**config.mk**
```make
export PLATFORM = sky130hd
export DESIGN_NAME = bss_top
export DESIGN_NICKNAME = d
export VERILOG_FILES = /design/src/design/bss_pkg.sv /design/src/design/bss_byte_if.sv /design/src/design/bss_top.sv /design/src/design/bss_fifo.sv /design/src/design/bss_encoder.sv
export VERILOG_INCLUDE_DIRS = /design/src /design/src/design
export SDC_FILE = /design/constraint.sdc
export NUM_CORES = 1
export LEC_CHECK = 0
export BUFFER_PORTS_ARGS = -buffer_cell sky130_fd_sc_hd__buf_4
export CORE_AREA = 2 2 162 148
export CTS_BUF_LIST = sky130_fd_sc_hd__clkbuf_4 sky130_fd_sc_hd__clkbuf_8 sky130_fd_sc_hd__clkbuf_16
export CTS_CLUSTER_DIAMETER = 50
export CTS_CLUSTER_SIZE = 24
export DETAILED_ROUTE_END_ITERATION = 7
export DIE_AREA = 0 0 164 150
export GPL_ROUTABILITY_DRIVEN = 0
export PLACE_DENSITY = 0.77
export SYNTH_ARGS = -nofsm -noshare
export SYNTH_HDL_FRONTEND = slang
export SYNTH_SLANG_ARGS = --single-unit
```
**constraint.sdc**
```tcl
create_clock -name clk -period 7.2 [get_ports clk]
set_clock_uncertainty 0.2 [all_clocks]
set_input_delay 1.08 -clock clk [delete_from_list [all_inputs] [get_ports clk]]
set_output_delay 1.08 -clock clk [all_outputs]
set_load 0.01 [all_outputs]
```
**src/design/bss_consts.svh**
```systemverilog
// Constants of the base station control sequencer: timings, field positions, codes.
// Assumes a 250 MHz core clock; included by the bss_top and bss_encoder design files of the block.
`ifndef BSS_CONSTS_SVH
`define BSS_CONSTS_SVH
// ==========================================================
// Clock and phase timing (ns)
`define BSS_CLK_NS        4
`define BSS_T_WAKE_NS     2000000
`define BSS_T_IDLE_NS     100000000
`define BSS_T_DIAG_NS     2000000
`define BSS_T_SYNC_EXIT_NS 3000000
`define BSS_T_READ_NS     20000000
`define BSS_T_RXEND_NS    900000
`define BSS_T_BIT1_NS     50000
`define BSS_T_CHG_MIN_NS  1000000
`define BSS_T_BAUD_NS     64000
// ==========================================================
// Mode configuration fields (bit 0 lead bit is not stored)
`define BSS_CFG_SEL_HI    4
`define BSS_CFG_SEL_LO    1
`define BSS_CFG_SYNC      5
`define BSS_CFG_THR_SRC   6
`define BSS_CFG_TEST      7
`define BSS_CFG_RESET     7'h00
`define BSS_NBITS_LAST    3'h7
// ==========================================================
// Divider select codes and factors
`define BSS_SEL_DEF_A     4'h0
`define BSS_SEL_DEF_B     4'h6
`define BSS_SEL_114       4'h1
`define BSS_SEL_115       4'h2
`define BSS_SEL_124       4'hb
`define BSS_SEL_AUTO      4'hf
`define BSS_DIV_119       7'h77
`define BSS_DIV_114       7'h72
`define BSS_DIV_115       7'h73
`define BSS_DIV_124       7'h7c
`define BSS_THR_OFS       8'h05
// ==========================================================
// Diagnostic bytes and serial framing
`define BSS_DIAG_OK       8'haf
`define BSS_DIAG_FAIL     8'hff
`define BSS_ENC_SYNC_LAST 4'h8
`define BSS_ENC_ASYNC_LAST 4'h9
`endif

```
**src/design/bss_pkg.sv**
```systemverilog
// Types shared by the base station control sequencer.
// Assumes nothing of its surroundings.
package bss_pkg;
	// ==========================================================
	// Sequencer states
	typedef enum logic [2:0] {
		ST_SLEEP, ST_WAKE, ST_IDLE, ST_PROG, ST_CHARGE, ST_WRITE, ST_READ, ST_RXEND
	} bss_state_e;
	typedef logic [24:0] bss_tmr_t;
	typedef logic [7:0]  bss_byte_t;
endpackage : bss_pkg

```
**src/design/bss_byte_if.sv**
```systemverilog
// Byte stream carrier between the FIFO and the serial encoder.
// Assumes one clock domain; valid/ready handshake, transfer when both high.
`timescale 1ns/100ps
`default_nettype none
interface bss_byte_if;
	logic              valid;
	logic              ready;
	bss_pkg::bss_byte_t data;
	modport src (output valid, output data, input ready);
	modport snk (input valid, input data, output ready);
endinterface : bss_byte_if
`default_nettype wire

```
**src/design/bss_top.sv**
```systemverilog
// Control sequencer of a low-frequency base station: phases, mode register,
// diagnostic byte, carrier divider and serial result output.
// Assumes host_control_line is synchronous to clk; rst_n may assert asynchronously.
// Functional notes
// - Clocked mode leaves charge at 3 ms, diag sent
// - Low edge in read ends phase after 0.9 ms
// - Still low after delay: Idle, then charge
// - High after delay: Idle; 100 ms idle sleeps
// - Low edge wakes from Sleep, 2 ms delay
// - Undefined state falls back to Idle
// - Default mode: register zero, low starts charge
// - Line high after charge starts read phase
// - Programmed read-only mode behaves as default
// - Write phase keys carrier from control line
// - After write, charge again, then read
// - Lead configuration bit is not stored
// - Divider select field decodes to factor
// - Auto select loads measured resonance count
// - Bit 5 selects clocked output transfer
// - Bit 6 selects threshold source
// - Bit 7 requests test byte and modes
// - Phase times count from state entry
// - Sequencer enables demodulator and diagnosis
// - Diag byte at 2 ms: af or ff
// - Read ends on low line or 20 ms
// - Clocked transfer: high ready, eight falls
// - Default divider factor is 119
`timescale 1ns/100ps
`include "bss_consts.svh"
`default_nettype none
module bss_top #(
	parameter int T_WAKE  = `BSS_T_WAKE_NS / `BSS_CLK_NS,
	parameter int T_IDLE  = `BSS_T_IDLE_NS / `BSS_CLK_NS,
	parameter int T_DIAG  = `BSS_T_DIAG_NS / `BSS_CLK_NS,
	parameter int T_SYNCX = `BSS_T_SYNC_EXIT_NS / `BSS_CLK_NS,
	parameter int T_READ  = `BSS_T_READ_NS / `BSS_CLK_NS,
	parameter int T_RXEND = `BSS_T_RXEND_NS / `BSS_CLK_NS,
	parameter int T_BIT1  = `BSS_T_BIT1_NS / `BSS_CLK_NS,
	parameter int T_CHG   = `BSS_T_CHG_MIN_NS / `BSS_CLK_NS,
	parameter int T_BAUD  = `BSS_T_BAUD_NS / `BSS_CLK_NS
) (
	input  wire logic       clk,
	input  wire logic       rst_n,
	input  wire logic       host_control_line,
	input  wire logic       write_mode_select,
	input  wire logic       antenna_ok,
	input  wire logic       driver_shutdown,
	input  wire logic       meas_valid,
	input  wire logic [6:0] meas_count,
	input  wire logic       rx_byte_valid,
	input  wire logic [7:0] rx_byte,
	output logic            rx_byte_ready,
	output logic            serial_result_out,
	output logic            carrier_out,
	output logic            demod_enable,
	output logic            diag_enable,
	output logic [6:0]      divider_factor,
	output logic [7:0]      rx_threshold,
	output logic            clocked_output_select,
	output logic            threshold_source_select,
	output logic            test_mode_req
);
	localparam bss_pkg::bss_tmr_t L_WAKE  = bss_pkg::bss_tmr_t'(T_WAKE - 1);
	localparam bss_pkg::bss_tmr_t L_IDLE  = bss_pkg::bss_tmr_t'(T_IDLE - 1);
	localparam bss_pkg::bss_tmr_t L_DIAG  = bss_pkg::bss_tmr_t'(T_DIAG - 1);
	localparam bss_pkg::bss_tmr_t L_SYNCX = bss_pkg::bss_tmr_t'(T_SYNCX - 1);
	localparam bss_pkg::bss_tmr_t L_READ  = bss_pkg::bss_tmr_t'(T_READ - 1);
	localparam bss_pkg::bss_tmr_t L_RXEND = bss_pkg::bss_tmr_t'(T_RXEND - 1);
	localparam bss_pkg::bss_tmr_t L_BIT1  = bss_pkg::bss_tmr_t'(T_BIT1);
	localparam bss_pkg::bss_tmr_t L_CHG   = bss_pkg::bss_tmr_t'(T_CHG - 1);

	logic                 rst_q_ff, rst_s_n;
	bss_pkg::bss_state_e  st_ff, nxt_st;
	bss_pkg::bss_tmr_t    tmr_ff, nxt_tmr, lo_ff, nxt_lo;
	logic [7:1]           cfg_ff, nxt_cfg;
	logic [7:0]           bits_ff, nxt_bits;
	logic [2:0]           nbit_ff, nxt_nbit;
	logic                 line_ff, force_ff, nxt_force, wr_done_ff, nxt_wr_done;
	logic                 pend_ff, nxt_pend, done_ff, nxt_done;
	logic [6:0]           meas_ff, nxt_meas, div_ff, nxt_div, fac_ff;
	logic                 meas_ok_ff, nxt_meas_ok, ph_ff, nxt_ph, car_ff, nxt_car;
	logic [7:0]           thr_ff, nxt_thr, fifo_din;
	logic                 fall, rise, sync_m, fifo_vin, fifo_rdy, fifo_empty, enc_busy;
	bss_byte_if           enc_if ();

	// ==========================================================
	// Reset release through two flops
	always_ff @(posedge clk or negedge rst_n) begin
		if (!rst_n) begin
			rst_q_ff <= 1'b0;
			rst_s_n <= 1'b0;
		end else begin
			rst_q_ff <= 1'b1;
			rst_s_n <= rst_q_ff;
		end
	end

	function automatic logic [6:0] dec_factor(input logic [3:0] sel, input logic [6:0] meas,
		input logic ok);
		if (sel == `BSS_SEL_114) begin
			dec_factor = `BSS_DIV_114;
		end else if (sel == `BSS_SEL_115) begin
			dec_factor = `BSS_DIV_115;
		end else if (sel == `BSS_SEL_124) begin
			dec_factor = `BSS_DIV_124;
		end else if (sel == `BSS_SEL_AUTO && ok) begin
			dec_factor = meas;
		end else begin
			dec_factor = `BSS_DIV_119;   // Default and both 119 codes
		end
	endfunction : dec_factor

	// ==========================================================
	// Line edges and mode bits
	assign fall = line_ff && !host_control_line;
	assign rise = !line_ff && host_control_line;
	assign sync_m = cfg_ff[`BSS_CFG_SYNC];
	assign clocked_output_select = sync_m;
	assign threshold_source_select = cfg_ff[`BSS_CFG_THR_SRC];
	assign test_mode_req = cfg_ff[`BSS_CFG_TEST];
	assign demod_enable = (st_ff == bss_pkg::ST_READ) || (st_ff == bss_pkg::ST_WRITE);
	assign diag_enable = (st_ff == bss_pkg::ST_CHARGE);
	assign divider_factor = fac_ff;
	assign rx_threshold = thr_ff;
	assign carrier_out = car_ff;

	// ==========================================================
	// Sequencer next state
	always_comb begin
		nxt_st = st_ff;
		nxt_cfg = cfg_ff;
		nxt_bits = bits_ff;
		nxt_nbit = nbit_ff;
		nxt_force = force_ff;
		nxt_wr_done = wr_done_ff;
		nxt_lo = host_control_line ? '0 : lo_ff + 1'b1;
		case (st_ff)
			bss_pkg::ST_SLEEP: if (fall) begin
				nxt_st = bss_pkg::ST_WAKE;
			end
			bss_pkg::ST_WAKE: if (tmr_ff == L_WAKE) begin
				nxt_st = host_control_line ? bss_pkg::ST_IDLE : bss_pkg::ST_CHARGE;
			end
			bss_pkg::ST_IDLE: if (force_ff) begin
				nxt_st = bss_pkg::ST_CHARGE;
				nxt_force = 1'b0;
			end else if (fall) begin
				nxt_st = bss_pkg::ST_PROG;
				nxt_nbit = '0;
			end else if (tmr_ff == L_IDLE) begin
				nxt_st = bss_pkg::ST_SLEEP;
			end
			// short lows are bits, a long low starts charge
			bss_pkg::ST_PROG: if (!host_control_line && lo_ff == L_CHG) begin
				nxt_st = bss_pkg::ST_CHARGE;
			end else if (rise) begin
				nxt_bits = {(lo_ff >= L_BIT1), bits_ff[7:1]};
				nxt_nbit = nbit_ff + 3'h1;
				if (nbit_ff == `BSS_NBITS_LAST) begin
					nxt_cfg = nxt_bits[7:1];
				end
			end else if (tmr_ff == L_IDLE) begin
				nxt_st = bss_pkg::ST_SLEEP;
			end
			bss_pkg::ST_CHARGE: if (sync_m ? (tmr_ff >= L_SYNCX && done_ff && fifo_empty
				&& !enc_busy && host_control_line) : rise) begin
				if (write_mode_select && !wr_done_ff) begin
					nxt_st = bss_pkg::ST_WRITE;
					nxt_wr_done = 1'b1;
				end else begin
					nxt_st = bss_pkg::ST_READ;
					nxt_wr_done = 1'b0;
				end
			end
			bss_pkg::ST_WRITE: if (!host_control_line && lo_ff == L_CHG) begin
				nxt_st = bss_pkg::ST_CHARGE;
			end
			bss_pkg::ST_READ: if (fall && !(sync_m && enc_busy)) begin
				nxt_st = bss_pkg::ST_RXEND;
			end else if (tmr_ff == L_READ) begin
				nxt_st = bss_pkg::ST_IDLE;
			end
			bss_pkg::ST_RXEND: if (tmr_ff == L_RXEND) begin
				nxt_st = bss_pkg::ST_IDLE;
				nxt_force = !host_control_line;
			end
			default: nxt_st = bss_pkg::ST_IDLE;
		endcase
		nxt_tmr = (nxt_st != st_ff) ? '0 : tmr_ff + 1'b1;
	end

	// ==========================================================
	// Diagnostic byte and FIFO feed
	always_comb begin
		nxt_pend = pend_ff;
		nxt_done = done_ff;
		if (st_ff != bss_pkg::ST_CHARGE) begin
			nxt_done = 1'b0;
		end else if (tmr_ff == L_DIAG) begin
			nxt_pend = 1'b1;
		end
		if (pend_ff && fifo_rdy) begin
			nxt_pend = 1'b0;
			nxt_done = 1'b1;
		end
		fifo_vin = pend_ff || ((st_ff == bss_pkg::ST_READ) && rx_byte_valid);
		fifo_din = pend_ff ? ((antenna_ok && !driver_shutdown) ? `BSS_DIAG_OK : `BSS_DIAG_FAIL)
			: ~rx_byte;
		rx_byte_ready = (st_ff == bss_pkg::ST_READ) && !pend_ff && fifo_rdy;
	end

	// ==========================================================
	// Carrier divider, factor and threshold
	always_comb begin
		nxt_meas = meas_valid ? meas_count : meas_ff;
		nxt_meas_ok = meas_ok_ff || meas_valid;
		nxt_div = (div_ff >= fac_ff - 7'h01) ? '0 : div_ff + 7'h01;
		nxt_ph = (div_ff >= fac_ff - 7'h01) ? !ph_ff : ph_ff;
		// carrier keyed by line in write
		nxt_car = ph_ff && ((st_ff == bss_pkg::ST_CHARGE)
			|| ((st_ff == bss_pkg::ST_WRITE) && host_control_line));
		nxt_thr = threshold_source_select ?
			{1'b0, dec_factor(cfg_ff[`BSS_CFG_SEL_HI:`BSS_CFG_SEL_LO], meas_ff, meas_ok_ff)}
			+ `BSS_THR_OFS : {1'b0, meas_ff} + `BSS_THR_OFS;
	end

	// ==========================================================
	// State registers
	always_ff @(posedge clk or negedge rst_s_n) begin
		if (!rst_s_n) begin
			st_ff <= bss_pkg::ST_SLEEP;
			tmr_ff <= '0;
			lo_ff <= '0;
			cfg_ff <= `BSS_CFG_RESET;   // cleared at reset
			bits_ff <= '0;
			nbit_ff <= '0;
			line_ff <= 1'b1;
			force_ff <= 1'b0;
			wr_done_ff <= 1'b0;
			pend_ff <= 1'b0;
			done_ff <= 1'b0;
			meas_ff <= `BSS_DIV_119;
			meas_ok_ff <= 1'b0;
			div_ff <= '0;
			ph_ff <= 1'b0;
			car_ff <= 1'b0;
			fac_ff <= `BSS_DIV_119;
			thr_ff <= '0;
		end else begin
			st_ff <= nxt_st;
			tmr_ff <= nxt_tmr;
			lo_ff <= nxt_lo;
			cfg_ff <= nxt_cfg;
			bits_ff <= nxt_bits;
			nbit_ff <= nxt_nbit;
			line_ff <= host_control_line;
			force_ff <= nxt_force;
			wr_done_ff <= nxt_wr_done;
			pend_ff <= nxt_pend;
			done_ff <= nxt_done;
			meas_ff <= nxt_meas;
			meas_ok_ff <= nxt_meas_ok;
			div_ff <= nxt_div;
			ph_ff <= nxt_ph;
			car_ff <= nxt_car;
			fac_ff <= dec_factor(cfg_ff[`BSS_CFG_SEL_HI:`BSS_CFG_SEL_LO], meas_ff, meas_ok_ff);
			thr_ff <= nxt_thr;
		end
	end

	// ==========================================================
	// Byte buffer and serial encoder
	bss_fifo #(.W(8), .D(16)) u_fifo (
		.clk      (clk),
		.rst_s_n  (rst_s_n),
		.in_valid (fifo_vin),
		.in_ready (fifo_rdy),
		.in_data  (fifo_din),
		.out_if   (enc_if.src),
		.empty    (fifo_empty)
	);
	bss_encoder #(.T_BIT(T_BAUD)) u_enc (
		.clk       (clk),
		.rst_s_n   (rst_s_n),
		.sync_mode (sync_m),
		.line_in   (host_control_line),
		.line_fall (fall),
		.in_if     (enc_if.snk),
		.ser_out   (serial_result_out),
		.busy      (enc_busy)
	);
endmodule : bss_top
`default_nettype wire

```
**src/design/bss_fifo.sv**
```systemverilog
// Byte FIFO between sequencer sources and the serial encoder.
// Assumes synchronous active-low reset already released cleanly.
`timescale 1ns/100ps
`default_nettype none
module bss_fifo #(
	parameter int W = 8,
	parameter int D = 16
) (
	input  wire logic         clk,
	input  wire logic         rst_s_n,
	input  wire logic         in_valid,
	output logic              in_ready,
	input  wire logic [W-1:0] in_data,
	bss_byte_if.src           out_if,
	output logic              empty
);
	localparam int AW = $clog2(D);
	logic [W-1:0] mem [D];
	logic [AW-1:0] wp_ff, rp_ff, nxt_wp, nxt_rp;
	logic [AW:0]   cnt_ff, nxt_cnt;
	logic          push, pop;
	// ==========================================================
	// Handshake and pointer update
	always_comb begin
		in_ready = (cnt_ff != (AW + 1)'(D));
		empty = (cnt_ff == '0);
		out_if.valid = !empty;
		out_if.data = mem[rp_ff];
		push = in_valid && in_ready;
		pop = out_if.valid && out_if.ready;
		nxt_wp = push ? wp_ff + 1'b1 : wp_ff;
		nxt_rp = pop ? rp_ff + 1'b1 : rp_ff;
		nxt_cnt = cnt_ff + (AW + 1)'(push) - (AW + 1)'(pop);
	end
	// Pointer registers
	always_ff @(posedge clk or negedge rst_s_n) begin
		if (!rst_s_n) begin
			wp_ff <= '0;
			rp_ff <= '0;
			cnt_ff <= '0;
		end else begin
			wp_ff <= nxt_wp;
			rp_ff <= nxt_rp;
			cnt_ff <= nxt_cnt;
		end
	end
	// Storage, no reset needed
	always_ff @(posedge clk) begin
		if (push) begin
			mem[wp_ff] <= in_data;
		end
	end
endmodule : bss_fifo
`default_nettype wire

```
**src/design/bss_encoder.sv**
```systemverilog
// Serial result encoder: framed asynchronous or host-clocked byte output.
// Assumes the host clocks synchronous bits with falling edges of its control line.
`timescale 1ns/100ps
`include "bss_consts.svh"
`default_nettype none
module bss_encoder #(
	parameter int T_BIT = `BSS_T_BAUD_NS / `BSS_CLK_NS
) (
	input  wire logic clk,
	input  wire logic rst_s_n,
	input  wire logic sync_mode,
	input  wire logic line_in,
	input  wire logic line_fall,
	bss_byte_if.snk   in_if,
	output logic      ser_out,
	output logic      busy
);
	localparam bss_pkg::bss_tmr_t L_BIT = bss_pkg::bss_tmr_t'(T_BIT - 1);
	logic [9:0]        sh_ff, nxt_sh;
	logic [3:0]        cnt_ff, nxt_cnt;
	bss_pkg::bss_tmr_t tb_ff, nxt_tb;
	logic              act_ff, nxt_act, ser_ff;
	assign in_if.ready = !act_ff;
	assign ser_out = ser_ff;
	assign busy = act_ff;
	// ==========================================================
	// Frame: start high, 8 data LSB first, stop low; sync shows ready high
	always_comb begin
		nxt_sh = sh_ff;
		nxt_cnt = cnt_ff;
		nxt_tb = tb_ff;
		nxt_act = act_ff;
		if (!act_ff) begin
			if (in_if.valid) begin
				nxt_act = 1'b1;
				nxt_sh = {1'b0, in_if.data, 1'b1};
				nxt_cnt = '0;
				nxt_tb = '0;
			end
		end else if (sync_mode) begin
			if (cnt_ff == `BSS_ENC_SYNC_LAST) begin
				nxt_act = !line_in;       // Release once host clock ends high
				if (line_in) begin
					nxt_sh = '0;
				end
			end else if (line_fall) begin
				nxt_sh = {1'b0, sh_ff[9:1]};
				nxt_cnt = cnt_ff + 4'h1;
			end
		end else if (tb_ff == L_BIT) begin
			nxt_tb = '0;
			nxt_sh = {1'b0, sh_ff[9:1]};
			nxt_cnt = cnt_ff + 4'h1;
			nxt_act = (cnt_ff != `BSS_ENC_ASYNC_LAST);
		end else begin
			nxt_tb = tb_ff + 1'b1;
		end
	end
	// Encoder registers
	always_ff @(posedge clk or negedge rst_s_n) begin
		if (!rst_s_n) begin
			sh_ff <= '0;
			cnt_ff <= '0;
			tb_ff <= '0;
			act_ff <= 1'b0;
			ser_ff <= 1'b0;
		end else begin
			sh_ff <= nxt_sh;
			cnt_ff <= nxt_cnt;
			tb_ff <= nxt_tb;
			act_ff <= nxt_act;
			ser_ff <= nxt_act & nxt_sh[0];
		end
	end
endmodule : bss_encoder
`default_nettype wire

```
### Word-level counts from Yosys, hierarchy flattened

Memory sizes are Yosys's and may differ from the RTL's.
Cells that the tools add are included.

* add/subtract/negate cells: 13
* order comparisons: 3
* eq/ne operators: 36
* mux-type cells: 63
* bitwise logic cells: 3
* reductions and logical operators: 48

Operators with widths (number)
* $mux 25: 6
* $add 25x1->25 const B: 3
* $mux 10: 7
* $mux 3: 17
* $eq 25x18->1 const B: 2
* $mux 7: 6
* $eq 25x14->1 const B: 1
* $eq 25x19->1 const B: 1
* $eq 25x23->1 const B: 1
* $eq 25x25->1 const B: 1
* $ge 25x14->1 const B: 1
* $ge 25x20->1 const B: 1
* $mux 4: 6
* $pmux 3 s8: 1
* $logic_and 1x1->1: 20
* $add 7x3->8 const B: 2
* $mux 8: 2
* $eq 3x3->1 const B: 5
* $mux 1: 15
* $add 4x1->4 const B: 3
* $eq 4x4->1 const B: 3
* $ne 2x2->1 const B: 6
* $ne 3x3->1 const B: 4
* $ne 4x4->1 const B: 3
* other kinds (28): 49

* register bits after elaboration: 164
* memory bits (writable): 128
* input port bits: 23
* output and inout bits: 23
* word-level logic and storage cells: 196
* memories: 1

Memories
* u_fifo.mem: words 16, width 8, read ports 1, clocked after memory_dff 0, write ports 1, line bss_fifo.sv:18 `logic [W-1:0] mem [D];`

### Depth between registers and ports, before layout

* depth after elaboration: 10
* gate-level depth with buffers: 16
* gate-level depth less buffers: 15

### By module

From an unflattened synthesis, not the netlist that was laid out.

* cell total of the unflattened synthesis: 1139
* area total of the unflattened synthesis: 13903.3 um2

Modules (own cells, without submodules)
* bss_fifo: times used 1, cells an instance 322, area an instance 5874.4 um2, sequential area each 4169.0 um2
* bss_top: times used 1, cells an instance 562, area an instance 5709.2 um2, sequential area each 2718.9 um2
* bss_encoder: times used 1, cells an instance 255, area an instance 2319.7 um2, sequential area each 1001.0 um2

### Worst setup path after synthesis

No wires, ideal clock.

* kind: input to register
* start point: input port host_control_line
* end point: register tmr_ff[10]
* library setup time: 0.086 ns
* data arrival time: 2.741 ns
* data required time: 6.914 ns
* slack: 4.173 ns
* stages on the path: 8
* buffers on the path: 1
* cell sequence: nand2b_1 -> o211ai_1 -> o311ai_0 -> o21ai_1 -> a2111o_1 -> mux2i_4 -> buf_6 -> nor3_1

* longest elaborated chain between the ends: 7
* elaborated cells on any way between the ends: 20
* those cells by class: eq/ne: 1; mux: 13; reduce/logical: 6

Ends and longest elaborated chain
* start: declaration: line bss_top.sv:44 `input wire logic host_control_line,`
* $logic_not 1->1: line bss_top.sv:115, bss_top.sv:154, bss_top.sv:175
* $logic_and 1x1->1: line bss_top.sv:115 `assign fall = line_ff && !host_control_line;`
* $mux 3 or $logic_and 1x1->1 (tied branches): line bss_top.sv:147, bss_top.sv:178
* $mux 3 (on tied branches): line bss_top.sv:144, bss_top.sv:178
* $pmux 3 s8 (*): line bss_top.sv:137 `case (st_ff)`
* via nxt_st[1]: line bss_top.sv:73 `bss_pkg::bss_state_e st_ff, nxt_st;`
* $ne 3x3->1 (*): line bss_top.sv:189 `nxt_tmr = (nxt_st != st_ff) ? '0 : tmr_ff + 1'b1;`
* $mux 25 (*): line bss_top.sv:189
* via nxt_tmr[10]: line bss_top.sv:74 `bss_pkg::bss_tmr_t tmr_ff, nxt_tmr, lo_ff, nxt_lo;`
* end signal: assignment: line bss_top.sv:251 `tmr_ff <= nxt_tmr;`
* end: declaration: line bss_top.sv:74

The timed path passes the listed nets; every way through them passes the cells marked *.
A chain may end at the register's enable or synchronous reset.

### Final worst setup path

* start point: register u_fifo.cnt_ff[3]
* end point: output port rx_byte_ready

* longest elaborated chain between the ends: 2

Ends and longest elaborated chain
* start: declaration: line bss_fifo.sv:20 `logic [AW:0] cnt_ff, nxt_cnt;`
* start signal: assignment: line bss_fifo.sv:44 `cnt_ff <= nxt_cnt;`
* $ne 5x5->1: line bss_fifo.sv:25 `in_ready = (cnt_ff != (AW + 1)'(D));`
* $logic_and 1x1->1: line bss_top.sv:209 `rx_byte_ready = (st_ff == bss_pkg::ST_READ) && !pend_ff && fifo_rdy;`
* end: declaration: line bss_top.sv:52 `output logic rx_byte_ready,`

Every way passes these cells.

==> summary.txt <==
Synth
  – Synth Instances: 1,096
  – EDFF count, synth: 128
  – Post-synthesis net count: approximately 1.2k
  – Seq/Total Area, Yosys: 0.581
  – Post-Syn Area: 13,600 sq um
  – Synth warnings: 0
  – Async S/R FF share, synth: 0.557
  – Netlist cell types: 72
  – Fraction of post-synthesis cell area in the top cell type by area: 0.283
  – Top cells by area, synth: edfxtp_1 28%, dfrtp_1 27%, mux4_2 6.6%, xnor2_1 3.0%, nand2_1 2.8%
  – Main synth FF type: dfrtp_1
  – Synth Register Bits: 289
  – Mean post-synth cell area: between 10 and 15 sq um
  – Synth area leader: edfxtp_1

Die
  – Die width: between 150 and 200 um
  – Total die area: 24,600 sq um
  – I/O pin total: 46
  – Initial Utilization: 0.590
  – Die height: approximately 150 um
  – Placeable Area: 23,000 sq um
  – Row count: between 50 and 60

Clocking
  – Bufs on Longest Clock Path: 3
  – CTS Hold Buffers Added: 1
  – CTS Buf Count: 31
  – H-tree Lvls: 1
  – Root buffer cell: clkbuf_16
  – Clock-pin slew on the worst setup and hold paths: 0.07 ns
  – Number of buffers added for setup after CTS: 0
  – Clock Latency Late Sink: 0.56 ns
  – # resized after CTS: 0
  – CTS tree: built
  – TritonCTS Sinks: roughly 290

Critical path
  – Critical path's largest stage delay: 0.68 ns
  – Critical path class: reg -> out
  – Worst reg-to-reg path cell count: 7
  – CP max FO: 6
  – Crit. End Element: output pin
  – Crit path required time: around 5.9 ns
  – Crit-path cells: inv_1, ha_1, nand2b_1, nor3b_1, nor4_1, buf_4
  – Crit path arrival time: ~2.3 ns
  – Reg2reg end: tmr_ff[20]$_DFF_PN0_
  – CP max-delay cell: nor3b_1
  – Reg2reg setup slack: 3.88 ns
  – Critical Path Start Type: flip-flop
  – Worst r2r src: st_ff[2]$_DFF_PN0_

Global routing
  – Grt ovf: 0
  – Total GRT Usage: 0.228
  – Pin count of the biggest net entering global routing: 78
  – Vias in the first global route: 8,518
  – First-pass GRT wire length: 44,400 um
  – Initial antenna violation count: 0

Timing
  – Setup TNS: 0 ns
  – Final period util: 0.502
  – Worst Tran Pin Value: 1.20 ns
  – Min cycle time layout: 3.62 ns
  – Final setup viols: 0
  – Unrepaired setup endpoints after global routing: false
  – Max Fclk: about 280 MHz
  – Final Hold Fails: 0
  – Worst rel slew slack: 0.202
  – Fin. max-slew vios: 0

Layout
  – Final Instance Count excl. Fillers: ~1.5k
  – Area delta synth->final: 11.9%
  – Fin nets: roughly 1.2k
  – Antenna Cells: 0
  – Design area: 15,200 sq um
  – Utilization after layout: 0.660
  – Layout cells sized above 1: 0.178

Detailed routing
  – Vias post-DR: between 8k and 9k
  – DR iter-0 viols: a little under 700
  – DR WL/cell: 18.6 um
  – # DRC: 0
  – WL final: between 20,000 and 30,000 um
  – Vias/cell: 6.06
  – Drt first pass iters: 6
  – DRT antenna net count: 0

Placement
  – Post-DP HPWL: 17,800 um
  – Placement Cell Area: around 14,000 sq um
  – Post-Place Cells: 1,404
  – Number of I/O port buffers: 45

Power and ir drop
  – Power per Cell Area: 265 nW/um^2
  – Leak: 5.96 nW
  – VDD IR max: 0.000230 V

Run
  – Max-cap violations: 0

Outcome
  – Status: completed

Worst hold path
  – Worst Hold Class: in -> async
-- placed cells by master (no fill, tap or decap), drive strengths merged, types with 11 or more instances in the layout --
| master | netlist | routed |
|---|---|---|
| nand2 | 103 | 103 |
| nor2 | 70 | 70 |
| mux4 | 40 | 40 |
| nand3 | 30 | 30 |
| xor2 | 23 | 23 |
| and3 | 19 | 19 |
| xnor2 | 46 | 46 |
| nor4 | 11 | 11 |
| a21oi | 31 | 31 |
| nor3 | 44 | 44 |
| clkbuf | 26 | 31 |
| buf | 20 | 52 |
| dfrtp | 148 | 148 |
| o21ai | 54 | 54 |
| nand4 | 19 | 19 |
| and2 | 26 | 26 |
| inv | 40 | 57 |
| edfxtp | 128 | 128 |
| dfstp | 13 | 13 |
| ha | 30 | 30 |
| mux2 | 25 | 25 |
-- worst max-delay path: cells and delay by family, from the launching register on --
family        cells  cell delay [ns]
fa+ha+maj         1             0.17
buf+inv           2             0.28
flops             1             0.40
simple gates      3             0.94
-- cells in the mapped netlist (all sizes together) (6+ instances only) --
library cell	number
dfrtp	148
edfxtp	128
nand2	103
nor2	70
o21ai	54
xnor2	46
nor3	44
inv	40
mux4	40
a21oi	31
ha	30
nand3	30
and2	26
clkbuf	26
mux2	25
xor2	23
buf	20
and3	19
nand4	19
dfstp	13
nor4	11
a31oi	10
and4	10
nand2b	10
a22o	8
o31ai	8
or3	8
a211oi	7
a21o	7
a222oi	7
nor3b	7
or2	6
-- layout make-up --
class | count | area, sq um
Fill cell | 1642 | 7830
Multi-Input combinational cell | 720 | 5310
Sequential cell | 289 | 7890
Clock inverter | 26 | 272
Tap cell | 302 | 378
Timing Repair Buffer | 53 | 400
Inverter | 41 | 154
Clock buffer | 31 | 776
-- registers in the layout, summed over array words and instances, names as in the netlist, 6 cells and up --
name / count
u_fifo.mem: 128
lo_ff: 25
tmr_ff: 25
u_enc.tb_ff: 25
u_enc.sh_ff: 9
rx_threshold: 8
cfg_ff: 7
div_ff: 7
divider_factor: 7
meas_ff: 7
bits_ff: 6
-- cells by family after synthesis --
family	share of synthesized area
AND/OR/NAND/NOR	0.151
flip-flops	0.581
AO/OA/AOI/OAI	0.0760
buffers and inverters	0.0272
XOR/XNOR	0.0445
multiplexers	0.0910
adder cells (fa/ha/maj)	0.0291
other	0.000276
-- worst max path at each step --
| stage | start | end | depth (start not counted) |
|---|---|---|---|
| finish | u_fifo.cnt_ff[3]$_DFF_PN0_ | rx_byte_ready | 6 |
| global route | u_fifo.cnt_ff[3]$_DFF_PN0_ | rx_byte_ready | 6 |
| CTS | u_fifo.cnt_ff[3]$_DFF_PN0_ | rx_byte_ready | 6 |
| detailed placement | host_control_line | tmr_ff[20]$_DFF_PN0_ | 8 |
| global placement | host_control_line | tmr_ff[23]$_DFF_PN0_ | 8 |
| floorplan | rst_s_n$_DFF_PN0_ | bits_ff[2]$_DFFE_PN0P_ | 0 |
-- metal layers --
layer,global-route usage,vias to the layer above,share of wire
met2,0.372,267,0.49
met3,0.0388,40,0.055
met1,0.325,4402,0.44
li1,-,4150,-
met4,0.0522,0,0.019
met5,0,-,0
-- metrics by stage --
stage / worst slack, ns / hold slack [ns] / power, mW
final: 3.58 / 0.0935 / 4.03
after global routing: 3.48 / 0.0738 / 4.19
after CTS: 3.56 / 0.0730 / 4.06
after detailed placement: 3.34 / -0.0212 / 2.45
after global placement: 3.43 / -0.0241 / 2.43
after floorplan: 2.20 / 0.131 / 2.33
-- where the power goes --
part | switching [mW] | internal (mW)
sequential | 0.0924 | 1.81
combinational | 0.326 | 0.199
clock | 0.730 | 0.871
No activity file was read; power rests on OpenSTA's default activity.
